==> src/shared/host_port_pkg.sv <==
// constants, mode codes and state types for the display host bus port
// assumes one 40 mhz system clock; host pins are sampled synchronously
package host_port_pkg;
    // system clock
    localparam int CLK_FREQ_HZ = 40000000;
    // interface select codes on {bit2, bit1, bit0}
    localparam logic [2:0] MODE_I2C = 3'h0;
    localparam logic [2:0] MODE_6800 = 3'h1;
    localparam logic [2:0] MODE_8080 = 3'h2;
    localparam logic [2:0] MODE_SPI4 = 3'h3;
    localparam logic [2:0] MODE_SPI3 = 3'h4;
    // bus byte width and serial bit counts
    localparam int BYTE_W = 8;
    localparam logic [3:0] SPI4_LAST_BIT = 4'h7;
    localparam logic [3:0] SPI3_LAST_BIT = 4'h8;
    localparam logic [3:0] I2C_LAST_BIT = 4'h7;
    // default upper six bits of the i2c slave address
    localparam logic [5:0] I2C_ADDR_HI_DEF = 6'h1e;
    // depth of the byte buffer
    localparam int BUF_DEPTH = 2;
    // reset values
    localparam logic [7:0] BYTE_RST = 8'h00;
    localparam logic [3:0] CNT_RST = 4'h0;
    // i2c receive states
    typedef enum logic [1:0] {
        I2C_IDLE = 2'b00,
        I2C_ADDR = 2'b01,
        I2C_CTRL = 2'b10,
        I2C_DATA = 2'b11
    } i2c_state_t;
endpackage : host_port_pkg

==> src/shared/byte_stream_if.sv <==
// valid/ready byte stream carrying a data/command tag
// assumes both ends run on the same system clock
`timescale 1ns/1ps
`default_nettype none
interface byte_stream_if;
    logic valid;
    logic ready;
    logic [7:0] data;
    logic is_data;
    // side that offers bytes
    modport producer (output valid, output data, output is_data, input ready);
    // side that takes bytes
    modport consumer (input valid, input data, input is_data, output ready);
endinterface : byte_stream_if
`default_nettype wire

==> src/logic/byte_buffer.sv <==
// small fifo for tagged bytes between host port and display core
// assumes a synchronous flush that empties it in one cycle
`timescale 1ns/1ps
`default_nettype none
module byte_buffer #(
    parameter int DEPTH = host_port_pkg::BUF_DEPTH
) (
    // clock and resets
    input wire logic sys_clk,
    input wire logic sys_rst,
    input wire logic flush,
    // fill and drain sides
    byte_stream_if.consumer fill,
    byte_stream_if.producer drain
);
    import host_port_pkg::*;
    localparam int PW = (DEPTH > 1) ? $clog2(DEPTH) : 1;
    localparam logic [PW:0] DEPTH_C = (PW + 1)'(DEPTH);
    localparam logic [PW-1:0] LAST_C = PW'(DEPTH - 1);

    logic [8:0] mem_ff [DEPTH];
    logic [PW-1:0] wr_ptr_ff;
    logic [PW-1:0] rd_ptr_ff;
    logic [PW:0] count_ff;
    logic do_push;
    logic do_pop;

    // honest flags straight from the occupancy count
    assign fill.ready = (count_ff != DEPTH_C);
    assign drain.valid = (count_ff != '0);
    assign {drain.is_data, drain.data} = mem_ff[rd_ptr_ff];
    assign do_push = fill.valid && fill.ready;
    assign do_pop = drain.valid && drain.ready;

    // storage, no reset needed on the payload
    always_ff @(posedge sys_clk) begin
        if (do_push) begin
            mem_ff[wr_ptr_ff] <= {fill.is_data, fill.data};
        end
    end

    // pointers and count
    always_ff @(posedge sys_clk or posedge sys_rst) begin
        if (sys_rst) begin
            wr_ptr_ff <= '0;
            rd_ptr_ff <= '0;
            count_ff <= '0;
        end else if (flush) begin
            wr_ptr_ff <= '0;
            rd_ptr_ff <= '0;
            count_ff <= '0;
        end else begin
            if (do_push) begin
                wr_ptr_ff <= (wr_ptr_ff == LAST_C) ? '0 : wr_ptr_ff + 1'b1;
            end
            if (do_pop) begin
                rd_ptr_ff <= (rd_ptr_ff == LAST_C) ? '0 : rd_ptr_ff + 1'b1;
            end
            if (do_push && !do_pop) begin
                count_ff <= count_ff + 1'b1;
            end else if (do_pop && !do_push) begin
                count_ff <= count_ff - 1'b1;
            end
        end
    end
endmodule : byte_buffer
`default_nettype wire

==> src/logic/oled_host_bus_port.sv <==
// host bus port of a small monochrome display driver
// assumes all host pins are synchronous to sys_clk and strobes last several clocks
`timescale 1ns/1ps
`default_nettype none
module oled_host_bus_port #(
    parameter logic [5:0] I2C_ADDR_HI = host_port_pkg::I2C_ADDR_HI_DEF
) (
    // clock and resets
    input wire logic sys_clk,
    input wire logic sys_rst,
    input wire logic reset_low_input,
    // interface select straps
    input wire logic interface_sel_bit0,
    input wire logic interface_sel_bit1,
    input wire logic interface_sel_bit2,
    // host control pins
    input wire logic chip_select_n,
    input wire logic data_command_select,
    input wire logic write_strobe_pin,
    input wire logic read_strobe_pin,
    // host data bus, split into three signals
    input wire logic [7:0] data_in,
    output logic [7:0] data_out,
    output logic [7:0] data_oe,
    // i2c acknowledge drive, open drain
    output logic i2c_data_out,
    output logic i2c_data_oe,
    // byte stream towards the command decoder and display memory
    output logic byte_valid,
    input wire logic byte_ready,
    output logic [7:0] byte_data,
    output logic byte_is_data,
    output logic port_busy,
    // read path from the display core
    input wire logic [7:0] read_byte,
    output logic read_done
);
    import host_port_pkg::*;

    logic soft_rst;
    logic cs_active;
    logic [2:0] mode;
    logic wr_prev_ff;
    logic rd_prev_ff;
    logic d0_prev_ff;
    logic d1_prev_ff;
    logic primed_ff;
    logic wr_rise;
    logic rd_rise;
    logic e_fall;
    logic scl_rise;
    logic scl_fall;
    logic i2c_start;
    logic i2c_stop;
    logic [7:0] shift_ff;
    logic [3:0] bit_cnt_ff;
    logic dc_bit_ff;
    logic [7:0] shift_full;
    i2c_state_t i2c_state_ff;
    i2c_state_t i2c_next_ff;
    logic co_ff;
    logic i2c_dc_ff;
    logic ack_pend_ff;
    logic ack_act_ff;
    logic ack_want_ff;
    logic i2c_byte_done;
    logic push_valid;
    logic [7:0] push_data;
    logic push_dc;
    logic nxt_read_done;
    logic read_drive;
    logic [7:0] data_out_ff;
    logic read_done_ff;

    byte_stream_if push_if ();
    byte_stream_if pop_if ();

    // level reset from the pin, acts every cycle it is held low
    assign soft_rst = !reset_low_input;
    assign cs_active = !chip_select_n;
    assign mode = {interface_sel_bit2, interface_sel_bit1, interface_sel_bit0};

    // previous pin levels for edge detection
    always_ff @(posedge sys_clk or posedge sys_rst) begin
        if (sys_rst) begin
            wr_prev_ff <= 1'b1;
            rd_prev_ff <= 1'b1;
            d0_prev_ff <= 1'b1;
            d1_prev_ff <= 1'b1;
            primed_ff <= 1'b0;
        end else begin
            primed_ff <= 1'b1;
            wr_prev_ff <= write_strobe_pin;
            rd_prev_ff <= read_strobe_pin;
            d0_prev_ff <= data_in[0];
            d1_prev_ff <= data_in[1];
        end
    end

    // edges, all qualified by chip select so idle-bus noise is dropped
    assign wr_rise = cs_active && write_strobe_pin && !wr_prev_ff;
    assign rd_rise = cs_active && read_strobe_pin && !rd_prev_ff;
    // enable idles low, so its fall waits for one real sample after reset
    assign e_fall = cs_active && primed_ff && !read_strobe_pin && rd_prev_ff;
    assign scl_rise = cs_active && data_in[0] && !d0_prev_ff;
    assign scl_fall = cs_active && !data_in[0] && d0_prev_ff;
    assign i2c_start = cs_active && data_in[0] && d0_prev_ff && d1_prev_ff && !data_in[1];
    assign i2c_stop = cs_active && data_in[0] && d0_prev_ff && !d1_prev_ff && data_in[1];
    assign shift_full = {shift_ff[6:0], data_in[1]};

    // 3-wire and 4-wire serial shift, msb first, d1 sampled on d0 rising
    always_ff @(posedge sys_clk or posedge sys_rst) begin
        if (sys_rst) begin
            shift_ff <= BYTE_RST;
            bit_cnt_ff <= CNT_RST;
            dc_bit_ff <= 1'b0;
        end else if (soft_rst || !cs_active) begin
            shift_ff <= BYTE_RST;
            bit_cnt_ff <= CNT_RST;
            dc_bit_ff <= 1'b0;
        end else if (mode == MODE_SPI4 && scl_rise) begin
            shift_ff <= shift_full;
            bit_cnt_ff <= (bit_cnt_ff == SPI4_LAST_BIT) ? CNT_RST : bit_cnt_ff + 1'b1;
        end else if (mode == MODE_SPI3 && scl_rise) begin
            // first of nine bits is the data/command flag
            if (bit_cnt_ff == CNT_RST) begin
                dc_bit_ff <= data_in[1];
            end else begin
                shift_ff <= shift_full;
            end
            bit_cnt_ff <= (bit_cnt_ff == SPI3_LAST_BIT) ? CNT_RST : bit_cnt_ff + 1'b1;
        end else if (mode == MODE_I2C && (i2c_start || i2c_stop)) begin
            shift_ff <= BYTE_RST;
            bit_cnt_ff <= CNT_RST;
        end else if (mode == MODE_I2C && scl_rise && !ack_act_ff && i2c_state_ff != I2C_IDLE) begin
            shift_ff <= shift_full;
            bit_cnt_ff <= (bit_cnt_ff == I2C_LAST_BIT) ? CNT_RST : bit_cnt_ff + 1'b1;
        end
    end

    // last data bit of an i2c byte arriving this cycle
    assign i2c_byte_done = mode == MODE_I2C && scl_rise && !ack_act_ff
        && i2c_state_ff != I2C_IDLE && bit_cnt_ff == I2C_LAST_BIT;

    // i2c receiver: address match, control byte, data bytes, ack on d1 via own drive
    always_ff @(posedge sys_clk or posedge sys_rst) begin
        if (sys_rst) begin
            i2c_state_ff <= I2C_IDLE;
            i2c_next_ff <= I2C_IDLE;
            co_ff <= 1'b0;
            i2c_dc_ff <= 1'b0;
            ack_pend_ff <= 1'b0;
            ack_act_ff <= 1'b0;
            ack_want_ff <= 1'b0;
        end else if (soft_rst || mode != MODE_I2C || !cs_active || i2c_stop) begin
            i2c_state_ff <= I2C_IDLE;
            i2c_next_ff <= I2C_IDLE;
            ack_pend_ff <= 1'b0;
            ack_act_ff <= 1'b0;
            ack_want_ff <= 1'b0;
        end else if (i2c_start) begin
            // repeated start also lands here
            i2c_state_ff <= I2C_ADDR;
            ack_pend_ff <= 1'b0;
            ack_act_ff <= 1'b0;
            ack_want_ff <= 1'b0;
        end else if (i2c_byte_done) begin
            ack_pend_ff <= 1'b1;
            case (i2c_state_ff)
                I2C_ADDR: begin
                    // write-only slave, address low bit is the pin level
                    ack_want_ff <= (shift_full == {I2C_ADDR_HI, data_command_select, 1'b0});
                    i2c_next_ff <= I2C_CTRL;
                end
                I2C_CTRL: begin
                    co_ff <= shift_full[7];
                    i2c_dc_ff <= shift_full[6];
                    ack_want_ff <= 1'b1;
                    i2c_next_ff <= I2C_DATA;
                end
                I2C_DATA: begin
                    // nack when the buffer is full so the host retries
                    ack_want_ff <= push_if.ready;
                    i2c_next_ff <= co_ff ? I2C_CTRL : I2C_DATA;
                end
                default: begin
                    ack_want_ff <= 1'b0;
                    i2c_next_ff <= I2C_IDLE;
                end
            endcase
        end else if (scl_fall && ack_pend_ff) begin
            ack_pend_ff <= 1'b0;
            ack_act_ff <= 1'b1;
        end else if (scl_fall && ack_act_ff) begin
            ack_act_ff <= 1'b0;
            i2c_state_ff <= ack_want_ff ? i2c_next_ff : I2C_IDLE;
        end
    end

    // ack pulls sda low through a pin of its own, d1 stays an input
    assign i2c_data_out = 1'b0;
    assign i2c_data_oe = ack_act_ff && ack_want_ff;

    // one source per mode feeds the buffer
    always_comb begin
        push_valid = 1'b0;
        push_data = data_in;
        push_dc = data_command_select;
        nxt_read_done = 1'b0;
        case (mode)
            MODE_8080: begin
                push_valid = wr_rise;
                nxt_read_done = rd_rise;
            end
            MODE_6800: begin
                // enable falling ends the cycle, direction from the write pin
                push_valid = e_fall && !write_strobe_pin;
                nxt_read_done = e_fall && write_strobe_pin;
            end
            MODE_SPI4: begin
                push_valid = scl_rise && bit_cnt_ff == SPI4_LAST_BIT;
                push_data = shift_full;
            end
            MODE_SPI3: begin
                push_valid = scl_rise && bit_cnt_ff == SPI3_LAST_BIT;
                push_data = shift_full;
                push_dc = dc_bit_ff;
            end
            MODE_I2C: begin
                push_valid = i2c_byte_done && i2c_state_ff == I2C_DATA;
                push_data = shift_full;
                push_dc = i2c_dc_ff;
            end
            default: begin
                push_valid = 1'b0;
            end
        endcase
        if (soft_rst) begin
            push_valid = 1'b0;
            nxt_read_done = 1'b0;
        end
    end

    assign push_if.valid = push_valid;
    assign push_if.data = push_data;
    assign push_if.is_data = push_dc;
    // parallel writes cannot be stalled on the pins, so busy warns the host
    assign port_busy = !push_if.ready;

    byte_buffer #(
        .DEPTH(BUF_DEPTH)
    ) u_buf (
        .sys_clk(sys_clk),
        .sys_rst(sys_rst),
        .flush(soft_rst),
        .fill(push_if),
        .drain(pop_if)
    );

    assign byte_valid = pop_if.valid;
    assign byte_data = pop_if.data;
    assign byte_is_data = pop_if.is_data;
    assign pop_if.ready = byte_ready;

    // parallel read drive: 8080 while read low, 6800 while enable high and direction read
    assign read_drive = cs_active && !soft_rst
        && ((mode == MODE_8080 && !read_strobe_pin)
        || (mode == MODE_6800 && read_strobe_pin && write_strobe_pin));
    // serial modes never drive, d2 to d7 left floating
    assign data_oe = {8{read_drive}};

    // registered read byte and end-of-read pulse
    always_ff @(posedge sys_clk or posedge sys_rst) begin
        if (sys_rst) begin
            data_out_ff <= BYTE_RST;
            read_done_ff <= 1'b0;
        end else begin
            data_out_ff <= read_byte;
            read_done_ff <= nxt_read_done;
        end
    end

    assign data_out = data_out_ff;
    assign read_done = read_done_ff;
endmodule : oled_host_bus_port
`default_nettype wire

==> config.mk <==
export PLATFORM = sky130hd
export DESIGN_NAME = oled_host_bus_port
export DESIGN_NICKNAME = d
export VERILOG_FILES = /design/src/shared/host_port_pkg.sv /design/src/shared/byte_stream_if.sv /design/src/logic/byte_buffer.sv /design/src/logic/oled_host_bus_port.sv
export SDC_FILE = /design/constraint.sdc
export NUM_CORES = 1
export LEC_CHECK = 0
export ABC_CLOCK_PERIOD_IN_PS = 2140
export BUFFER_PORTS_ARGS = -buffer_cell sky130_fd_sc_hd__buf_2
export CORE_ASPECT_RATIO = 0.8
export CORE_UTILIZATION = 45
export CTS_CLUSTER_SIZE = 20
export DETAILED_ROUTE_END_ITERATION = 10
export PLACE_DENSITY = 0.7
export SETUP_SLACK_MARGIN = 0.2
export SLEW_MARGIN = 40
export SYNTH_ARGS = -nofsm -noshare
export SYNTH_HDL_FRONTEND = slang
export SYNTH_SLANG_ARGS = --single-unit
==> constraint.sdc <==
create_clock -name sys_clk -period 2.14 [get_ports sys_clk]
set_clock_uncertainty 0.15 [all_clocks]
set_input_delay 0.428 -clock sys_clk [delete_from_list [all_inputs] [get_ports sys_clk]]
set_output_delay 0.428 -clock sys_clk [all_outputs]
set_load 0.01 [all_outputs]
==> flow_summary_export.csv, run 1 <==
group,metric,value,unit
place,dp_hpwl,4280,um
yosys,synthArstFlopShare,68.4,%
power_and_ir_drop,p_leak,1.76,nW
yosys,yosysSeqAreaShare,54.5,%
yosys,synth_warnings,0,
yosys,synth_area_per_cell,11.7,sq um
routing,vias_per_cell,5.16,
final_layout,multi_input_area,1340,sq um
routing,initialDrtViolationCount,57,
hold_path,min_path_cells,1,
status,status,"completed",
worst_setup_path,path_cells,"ha_2, and3b_2, nand4_1, buf_4, o32ai_4, nor2_4, mux2_4",
die,ios,57,
timing,fin_ws,50.9,ps
worst_setup_path,reg2reg_depth,7,
worst_setup_path,regToRegStartpoint,"bit_cnt_ff[0]$_DFFE_PP0P_",
worst_setup_path,cp_data_arrival_time,2160,ps
final_layout,finalInstanceArea,3970,sq um
power_and_ir_drop,p_total,2.52,mW
worst_setup_path,crit_path_max_fanout,6,
worst_setup_path,end_kind,"flop",
power_and_ir_drop,peakVddDrop,0.000516,V
clock_tree,cts.clk_slew.worst_paths,70,ps
yosys,synthCells,238,
global_route,gr-total-overflow,0,
timing,rsz0062_at_grt,"yes",
timing,period_share,97.6,%
place,dp_worst_setup_slack,-78.9,ps
die,start_util,47.0,%
global_route,grt_pass1_vias,2121,
place,place_area,3370,sq um
routing,vias,2189,
final_layout,final_common_cell,"buf_2",
global_route,grt_usage,20.2,%
worst_setup_path,r2r_slack,50,ps
yosys,yosys.area.top_type,"dfrtp_1",
worst_setup_path,critPathLaunch,"bit_cnt_ff[0]$_DFFE_PP0P_",
die,die_h,72.5,um
timing,fin_tns_setup,0,ps
clock_tree,htree_levels,3,
hold_path,min_path_type,"in -> reg",
run,drv_cap,0,
final_layout,seqCellArea,1520,sq um
routing,wire_per_inst,15.6,um
yosys,synth_area_leaders,"dfrtp_1, edfxtp_1, mux2_2",
global_route,grt_antenna_before_repair,0,
timing,timing.final.crit_period,2090,ps
die,dieArea,6530,sq um
timing,setup_viol,0,
place,port_buffers,55,
yosys,synth_area,2790,sq um
die,row_count,25,
clock_tree,cts_buffer_depth,2,
worst_setup_path,critical_path_class,"reg -> reg",
clock_tree,cts_tree,"yes",
routing,ant_nets,0,
die,core,5940,sq um
yosys,netlist.area_leader.share,31.4,%
yosys,synth_edf_count,18,
worst_setup_path,required,2210,ps
yosys,ys.flop_type,"dfrtp_1",
die,die_w,90.1,um
timing,finalMaxSlewViolations,0,
routing,drt_wl_total,6610,um
clock_tree,clk_latency,340,ps
final_layout,antenna_cells,0,
final_layout,layout-drive-gt1-share,51.9,%
timing,fmax,479,MHz
final_layout,synthToLayoutAreaGrowth,42.2,%
yosys,synth_nets,267,
power_and_ir_drop,pwr_density_cell,634,nW/um^2
worst_setup_path,crit_path_top_delay_cell,"dfrtp_1",
worst_setup_path,slowest_delay,410,ps
final_layout,fin_nets,367,
place,place.gp.congestion,0.842,
yosys,ys_ff_latch,57,
clock_tree,cts_made_buffers,9,
yosys,ys_types,55,
worst_setup_path,critPathLaunchType,"flop",
timing,hold_violations,0,
global_route,grt_pass1_wl,10100,um
timing,whs,43.9,ps
final_layout,finish.utilization,66.8,%
global_route,grt_max_degree,40,
routing,remaining_drc_errors,0,
clock_tree,ctsHoldBuffers,0,
hold_path,hold_start,"read_byte[3]",
clock_tree,cts.sinks,57,
final_layout,mostFrequentLayoutCells,"buf_2, buf_4, dfrtp_1",
clock_tree,cts-root-buf,"clkbuf_8",
place,dp.cells,388,
routing,drtPass1Iterations,4,
final_layout,fillers,442,
final_layout,fin_cells,424,
## cell families after synthesis
logic type / Yosys count / share of synthesized area, %
buffers and inverters: 26 / 5.06
XOR/XNOR: 4 / 1.25
flip-flops: 57 / 54.5
adder cells (fa/ha/maj): 2 / 0.896
other: 2 / 0.269
AND/OR/NAND/NOR: 77 / 16.3
AO/OA/AOI/OAI: 38 / 9.23
multiplexers: 32 / 12.5
## cells in the mapped netlist, drive strengths merged, types with 3 or more instances
cell type / n
and3b: 4
clkbuf: 4
a21oi: 8
and2: 3
nand2b: 4
dfstp: 4
nor2b: 8
nand3: 9
mux2: 21
buf: 11
nand4: 3
nand2: 18
inv: 11
dfrtp: 35
nor2: 11
mux2i: 11
nor3b: 3
a211oi: 3
o2bb2ai: 4
a31oi: 3
o21ai: 8
edfxtp: 18
## state kept, by name (all words and copies together) (netlist names)
signal,count
i2c_next_ff,2
shift_ff,7
data_out,8
u_buf.rd_ptr_ff,1
ack_act_ff,1
i2c_dc_ff,1
bit_cnt_ff,4
u_buf.count_ff,2
dc_bit_ff,1
u_buf.mem_ff,18
ack_want_ff,1
wr_prev_ff,1
u_buf.wr_ptr_ff,1
co_ff,1
d0_prev_ff,1
i2c_state_ff,2
d1_prev_ff,1
read_done,1
primed_ff,1
ack_pend_ff,1
rd_prev_ff,1
## layer usage
layer	vias to the layer above	track usage [%]	wire length [um]
met2	70	31.5	3130
met5	-	0	0
met3	10	5.66	316
met4	0	7.89	98
li1	1049	-	-
met1	1060	27.2	3060
## cell type report
class / count / area share, %
clock inverter: 5 / 2.02
multi-input combinational: 157 / 33.8
clock buffer: 11 / 3.56
tap: 81 / 2.55
timing repair buffer: 102 / 18.7
inverter: 11 / 1.04
sequential: 57 / 38.4
## power by group
group          leakage, nW  switching, mW  total, mW  internal, mW
Sequential           0.670         0.0112       1.16          1.15
Clock                0.106          0.432       1.12         0.685
Combinational        0.984          0.119      0.238         0.118
Total                 1.76          0.563       2.52          1.95
## worst max-delay path: cells and delay by family, from the launching register on
kind / cells / cell delay [ps]
AO/OA/AOI/OAI: 1 / 90
adder cells (fa/ha/maj): 1 / 190
multiplexers: 1 / 330
buffers and inverters: 1 / 140
flip-flops: 1 / 410
AND/OR/NAND/NOR: 3 / 670
## what timing repair did
item	CTS	global route
setup endpoints to repair	48	44
setup buffers	11	7
pin swaps	7	8
gates resized for setup	27	28
cloned	2	0
## final timing paths
check                                           endpoint
hold / removal                     data_out[3]$_DFF_PP0_
max in group asynchronous    u_buf.rd_ptr_ff$_DFFE_PP0P_
hold reg to reg               i2c_next_ff[1]$_DFFE_PP0P_
setup / recovery           u_buf.count_ff[0]$_DFFE_PP0P_
min in group asynchronous          data_out[5]$_DFF_PP0_
setup reg to reg           u_buf.count_ff[0]$_DFFE_PP0P_
Note: power is estimated with default switching activity, not from simulation.
==> run 2, diff against run 1 <==
--- a/config.mk
+++ b/config.mk
@@ -5,11 +5,12 @@
 export SDC_FILE = /design/constraint.sdc
 export NUM_CORES = 1
 export LEC_CHECK = 0
+export ABC_AREA = 1
 export ABC_CLOCK_PERIOD_IN_PS = 2140
 export BUFFER_PORTS_ARGS = -buffer_cell sky130_fd_sc_hd__buf_2
 export CORE_ASPECT_RATIO = 0.8
 export CORE_UTILIZATION = 45
-export CTS_CLUSTER_SIZE = 20
+export CTS_CLUSTER_SIZE = 24
 export DETAILED_ROUTE_END_ITERATION = 10
 export PLACE_DENSITY = 0.7
 export SETUP_SLACK_MARGIN = 0.2
==> constraint.sdc (replaced) <==
create_clock -name sys_clk -period 2.14 [get_ports sys_clk]
set_clock_uncertainty 0.15 [all_clocks]
set_input_delay 0.428 -clock sys_clk [delete_from_list [all_inputs] [get_ports sys_clk]]
set_output_delay 0.428 -clock sys_clk [all_outputs]
set_load 0.1 [all_outputs]
==> run 2 against run 1 <==
Effect of this change: clock-buffer cell count unchanged; critical path depth increased by 7; core utilization down 0.42 points; via count increased by 10%; combinational power grew to 4.3 times the previous value; worst hold slack got worse by 0.63 ps; clock power decreased by 11%; critical path type is now in -> reg; largest power group unchanged; highest routed layer unchanged.
==> flow_summary_export.csv, run 2 <==
group,metric,value,unit
routing,ant_nets,0,
run,drv_cap,0,
yosys,synth_common_cells,"nand2_1, dfrtp_1, inv_1, nand3_1, nor2_1",
timing,relSlewSlack,63.5,%
timing,rsz0062_at_grt,"yes",
routing,wire_per_inst,13.3,um
status,status,"completed",
die,row_count,25,
clock_tree,clk_latency,330,ps
hold_path,hold_start,"read_byte[7]",
final_layout,top_register,"u_buf.mem_ff",
global_route,grt_pass1_vias,2136,
routing,route.met2.wl,2990,um
power_and_ir_drop,p_leak,1.83,nW
yosys,yosys.area.top_type,"dfrtp_1",
worst_setup_path,crit_path_max_fanout,4,
worst_setup_path,end_kind,"flop",
place,port_buffers,55,
die,die_h,73.6,um
routing,remaining_drc_errors,0,
worst_setup_path,critPathLaunch,"interface_sel_bit0",
routing,routed.top_layer,"met4",
final_layout,layout-drive-gt1-share,42.6,%
die,die_w,91.4,um
global_route,grt_pass1_wl,9850,um
timing,fin_tns_setup,0,ps
clock_tree,cts.sinks,57,
final_layout,seqCellArea,1520,sq um
routing,initialDrtViolationCount,163,
die,core,6040,sq um
final_layout,fin_nets,421,
yosys,synth.area.mux_share,1.95,%
place,place.gp.congestion,0.887,
global_route,gr-total-overflow,0,
final_layout,final_common_cell,"nand2_1",
final_layout,multi_input_area,1230,sq um
yosys,synthArstFlopShare,68.4,%
die,dieArea,6730,sq um
place,dp_hpwl,4320,um
yosys,synth_compound_area_share,8.04,%
final_layout,synthToLayoutAreaGrowth,39.1,%
yosys,synth_warnings,0,
worst_setup_path,critical_path_class,"in -> reg",
clock_tree,cts.clk_slew.worst_paths,70,ps
worst_setup_path,reg2reg_depth,10,
routing,vias_per_cell,5.05,
yosys,synth-simple-area-share,26.5,%
timing,period_share,91.2,%
worst_setup_path,critPathLaunchType,"input port",
worst_setup_path,r2r_slack,240,ps
yosys,synth_nets,344,
yosys,synthAdderAreaFrac,0.869,%
yosys,yosys.area_share.xor_xnor,0.608,%
yosys,synth_top_family_by_area,"simple AND/OR/NAND/NOR gates",
clock_tree,cts_tree,"yes",
global_route,grt_max_degree,22,
die,ios,57,
hold_path,min_path_cells,1,
worst_setup_path,r2r_end,"u_buf.mem_ff[1][8]$_DFFE_PP_",
power_and_ir_drop,pwr_density_cell,805,nW/um^2
clock_tree,htree_levels,3,
global_route,grt_usage,19.4,%
yosys,ys.flop_type,"dfrtp_1",
timing,timing.final.crit_period,1950,ps
clock_tree,cts-root-buf,"clkbuf_8",
timing,finalMaxSlewViolations,0,
yosys,synthCells,315,
timing,setup_viol,0,
worst_setup_path,regToRegStartpoint,"bit_cnt_ff[0]$_DFFE_PP0P_",
clock_tree,cts_made_buffers,9,
timing,fmax,512,MHz
power_and_ir_drop,peakVddDrop,0.00100,V
final_layout,mostFrequentLayoutCells,"nand2_1, dfrtp_1, buf_2",
timing,worst_pin_slew,545,ps
yosys,ys_types,39,
yosys,synth_area_leaders,"dfrtp_1, edfxtp_1, nand2_1",
final_layout,fillers,475,
routing,drtPass1Iterations,4,
yosys,yosysSeqAreaShare,52.8,%
timing,hold_violations,0,
yosys,synth_edf_count,18,
yosys,netlist.area_leader.share,30.4,%
routing,wirelength_met1,2700,um
worst_setup_path,cp_data_arrival_time,2020,ps
global_route,grt_antenna_before_repair,0,
yosys,synth.most_common_cell,"nand2_1",
hold_path,min_path_type,"in -> reg",
hold_path,whs_endpoint,"data_out[7]$_DFF_PP0_",
yosys,ys_ff_latch,57,
routing,wl_met3,510,um
final_layout,largest_reg_flops,18,
routing,drt_wl_total,6340,um
final_layout,antenna_cells,0,
die,start_util,47.7,%
final_layout,finish.utilization,66.4,%
yosys,synth_area_per_cell,9.14,sq um
routing,vias,2414,
yosys,synth_area,2880,sq um
worst_setup_path,required,2210,ps
clock_tree,cts_buffer_depth,2,
-- run 2: cell count changes after synthesis, moves of 8 or more --
cell / change
nand2_1: +62
inv_1: +21
nand3_1: +17
mux2_2: -12
mux2i_1: -11
nor2_1: +9
inv_2: +8
nand2_2: +8
nor2b_1: -8
o21ai_2: +8
-- run 2: repair_timing --
item                       in CTS  in global routing
gates resized for setup        14                 17
setup endpoints to repair      37                 39
hold buffers                    1                  0
setup buffers                  11                  6
pin swaps                       3                  6
hold endpoints to repair       18                  0
-- run 2: cell type report --
| class | instances | share of cell area, % |
|---|---|---|
| clock buffer | 11 | 3.53 |
| clock inverter | 5 | 1.37 |
| inverter | 40 | 3.97 |
| multi-input combinational | 203 | 30.7 |
| sequential | 57 | 38.0 |
| tap | 81 | 2.53 |
| timing repair buffer | 81 | 19.9 |
-- run 2: how the worst max path moves through the flow --
stage                                              end  slack (ps)
after detailed placement  u_buf.mem_ff[0][4]$_DFFE_PP_         100
after CTS                                   data_oe[6]         210
after global routing      u_buf.mem_ff[1][3]$_DFFE_PP_         130
after floorplan           u_buf.mem_ff[0][0]$_DFFE_PP_         210
final                              read_done$_DFF_PP0_         190
after global placement    u_buf.mem_ff[0][4]$_DFFE_PP_         120
-- run 2: cell families after synthesis --
family / Yosys count
buffers and inverters: 55
XOR/XNOR: 2
AND/OR/NAND/NOR: 159
flip-flops: 57
other: 2
AO/OA/AOI/OAI: 33
adder cells (fa/ha/maj): 2
multiplexers: 5
-- run 2: metal layers --
| layer | vias to the layer above | GRT usage (%) |
|---|---|---|
| met1 | 1113 | 25.3 |
| li1 | 1171 | - |
| met2 | 112 | 30.2 |
| met5 | - | 0 |
| met4 | 0 | 7.94 |
| met3 | 18 | 6.11 |
-- run 2: metrics by stage --
stage	total power [mW]	instances	cell area (sq um)	worst slack [ps]	hold WS (ps)
3_3_place_gp	2.18	444	3550	125	313
2_1_floorplan	1.91	315	2920	207	282
6_report	3.23	478	4010	188	43.3
5_1_grt	3.35	478	4010	128	22.8
4_1_cts	3.22	472	3890	205	34.3
3_5_place_dp	2.19	444	3550	96.2	318
-- run 2: worst max-delay path: stages --
cell	delay, ps
buf_4	140
nand3_4	80
inv_2	40
buf_4	120
buf_4	120
buf_4	130
buf_4	120
buf_4	120
buf_4	120
buf_4	120
buf_4	120
buf_4	130
a41oi_2	160
nor2_1	60
-- run 2: power by group --
part	total, mW	internal, mW	switching, mW	leakage (nW)
registers	1.20	1.17	0.0341	0.668
logic	1.03	0.299	0.733	1.07
clock network	0.992	0.565	0.427	0.0953
==> run 3, diff against run 2 <==
--- a/config.mk
+++ b/config.mk
@@ -6,7 +6,7 @@
 export NUM_CORES = 1
 export LEC_CHECK = 0
 export ABC_AREA = 1
-export ABC_CLOCK_PERIOD_IN_PS = 2140
+export ABC_CLOCK_PERIOD_IN_PS = 1730
 export BUFFER_PORTS_ARGS = -buffer_cell sky130_fd_sc_hd__buf_2
 export CORE_ASPECT_RATIO = 0.8
 export CORE_UTILIZATION = 45
==> constraint.sdc (replaced) <==
create_clock -name sys_clk -period 1.73 [get_ports sys_clk]
set_clock_uncertainty 0.15 [all_clocks]
set_input_delay 0.346 -clock sys_clk [delete_from_list [all_inputs] [get_ports sys_clk]]
set_output_delay 0.346 -clock sys_clk [all_outputs]
set_load 0.1 [all_outputs]
==> run 3 against run 2 <==
Effect of this change: the flow now finishes with violations (negative setup slack); setup slack got worse by 430 ps; first-iteration DRC count up 64%; flip-flop and latch count unchanged; wire length grew 58%; die area unchanged; non-clock buffer count is 56 higher; global-route usage rose by 8.3 points; total power up 45%; sequential share of layout area fell by 8.6 points; critical path type is now reg -> reg; critical endpoint is now u_buf.count_ff[0]$_DFFE_PP0P_.
==> flow_summary_export.csv, run 3 (synthesis gave the netlist of run 2 again) <==
group,metric,value,unit
worst_setup_path,critPathLaunchType,"flop",
final_layout,layout-drive-gt1-share,60.8,%
worst_setup_path,critical_path_class,"reg -> reg",
clock_tree,cts_buffer_depth,2,
status,status,"finished, violations left",
routing,drt_wl_total,10000,um
global_route,gr-total-overflow,0,
worst_setup_path,end_kind,"flop",
routing,vias_per_cell,5.42,
timing,setup_viol,48,
timing,timing.final.crit_period,1980,ps
die,ios,57,
worst_setup_path,cp-endpoint,"u_buf.count_ff[0]$_DFFE_PP0P_",
timing,worst_pin_slew,492,ps
clock_tree,cts_made_buffers,9,
place,place.gp.congestion,0.902,
worst_setup_path,crit_path_max_fanout,4,
clock_tree,cts.clk_slew.worst_paths,60,ps
clock_tree,cts.sinks,57,
die,dieArea,6730,sq um
final_layout,largest_reg_flops,18,
die,die_w,91.4,um
routing,ant_nets,0,
worst_setup_path,required,1810,ps
final_layout,mostFrequentLayoutCells,"buf_4, nand2_1, dfrtp_1",
clock_tree,clk_latency,340,ps
worst_setup_path,r2r_end,"u_buf.count_ff[0]$_DFFE_PP0P_",
timing,rsz0062_at_grt,"yes",
final_layout,fin_cells,535,
power_and_ir_drop,peakVddDrop,0.000641,V
place,port_buffers,55,
timing,whs,39.3,ps
die,core,6040,sq um
final_layout,multi_input_area,1770,sq um
worst_setup_path,r2r_slack,-250,ps
worst_setup_path,slowest_delay,400,ps
worst_setup_path,critPathLaunch,"bit_cnt_ff[1]$_DFFE_PP0P_",
worst_setup_path,reg2reg_depth,13,
final_layout,synthToLayoutAreaGrowth,79.8,%
worst_setup_path,regToRegStartpoint,"bit_cnt_ff[1]$_DFFE_PP0P_",
final_layout,top_register,"u_buf.mem_ff",
power_and_ir_drop,p_leak,2.38,nW
status,violations,"negative setup slack",
power_and_ir_drop,p_total,4.68,mW
place,dp_hpwl,5090,um
timing,hold_violations,0,
place,dp_worst_setup_slack,-222,ps
global_route,grt_max_degree,40,
worst_setup_path,path_cells,"ha_2, nand2_2, nor2_4, nand2_1, o21ai_1, nand2_1, nand3_2, nand2_4, buf_6, nand2_4, nand3_2, nand2_1, nand2_1",
global_route,grt_pass1_wl,13800,um
timing,relSlewSlack,66.9,%
place,place_area,4170,sq um
clock_tree,cts-root-buf,"clkbuf_8",
place,dp.cells,486,
final_layout,fin_nets,478,
routing,drtPass1Iterations,5,
routing,wire_per_inst,18.8,um
final_layout,fillers,273,
die,die_h,73.6,um
worst_setup_path,path_common_cell,"nand2_1",
die,start_util,47.7,%
global_route,grt_antenna_before_repair,0,
routing,vias,2902,
final_layout,seqCellArea,1520,sq um
global_route,grt_usage,27.6,%
timing,fin_tns_setup,-5830,ps
final_layout,finalInstanceArea,5180,sq um
die,row_count,25,
hold_path,min_path_type,"in -> reg",
final_layout,final_common_cell,"buf_4",
final_layout,antenna_cells,0,
clock_tree,cts_tree,"yes",
clock_tree,htree_levels,3,
global_route,grt_pass1_vias,2832,
routing,initialDrtViolationCount,268,
timing,fin_ws,-247,ps
run,drv_cap,0,
power_and_ir_drop,pwr_density_cell,904,nW/um^2
timing,fmax,506,MHz
timing,finalMaxSlewViolations,0,
worst_setup_path,cp_data_arrival_time,2050,ps
routing,remaining_drc_errors,0,
worst_setup_path,crit_path_top_delay_cell,"dfrtp_1",
timing,period_share,114,%
final_layout,finish.utilization,85.8,%
## run 3: cell types whose count changed in the layout (fill, tap and decap cells not counted), sizes merged
cell and change:
clkinv +1, dlygate4sd3 +9, clkbuf -1, buf +47
nor2 +1
## run 3: worst min-delay path by stage
stage / from / end / slack (ps) / cells past startpoint
after global routing: data_in[1] / d1_prev_ff$_DFF_PP1_ / 20 / 1
final: data_in[1] / d1_prev_ff$_DFF_PP1_ / 40 / 1
after CTS: data_in[1] / d1_prev_ff$_DFF_PP1_ / 10 / 1
after floorplan: data_in[0] / d0_prev_ff$_DFF_PP1_ / 200 / 0
after global placement: sys_rst / read_done$_DFF_PP0_ / 270 / 3
after detailed placement: sys_rst / u_buf.count_ff[0]$_DFFE_PP0P_ / 260 / 3
## run 3: area by class of cell
type                            count  share of cell area (%)
Timing Repair Buffer              137                    27.3
Clock inverter                      6                    1.14
Tap cell                           81                    1.96
Multi-Input combinational cell    204                    34.2
Inverter                           40                    3.58
Sequential cell                    57                    29.4
Clock buffer                       10                    2.46
## run 3: critical path, delay by kind of cell (launching register included)
kind            cells  cell delay [ps]
compound gates      1               80
flops               1              400
buf+inv             1              160
simple gates       10              850
fa+ha+maj           1              210
## run 3: repair_timing
item / in CTS / in global routing
endpoints found under the setup margin: 69 / 76
cloned: 3 / 0
gates resized for setup: 96 / 37
setup buffers: 13 / 7
hold buffers: 10 / 0
endpoints found under the hold margin: 44 / 0
pin swaps: 23 / 14
## run 3: metal layers
layer | part of all wire (%) | global-route usage (%) | up-vias
met3 | 6.3 | 6.42 | 55
met5 | 0 | 0 | -
met1 | 37 | 31.3 | 1407
met2 | 52 | 50.4 | 160
met4 | 4.9 | 12.5 | 0
li1 | - | - | 1280
## run 3: report_power, final
part           switching (mW)  internal, mW
logic                    1.23         0.757
registers              0.0403          1.44
clock network           0.556         0.655
total                    1.83          2.86
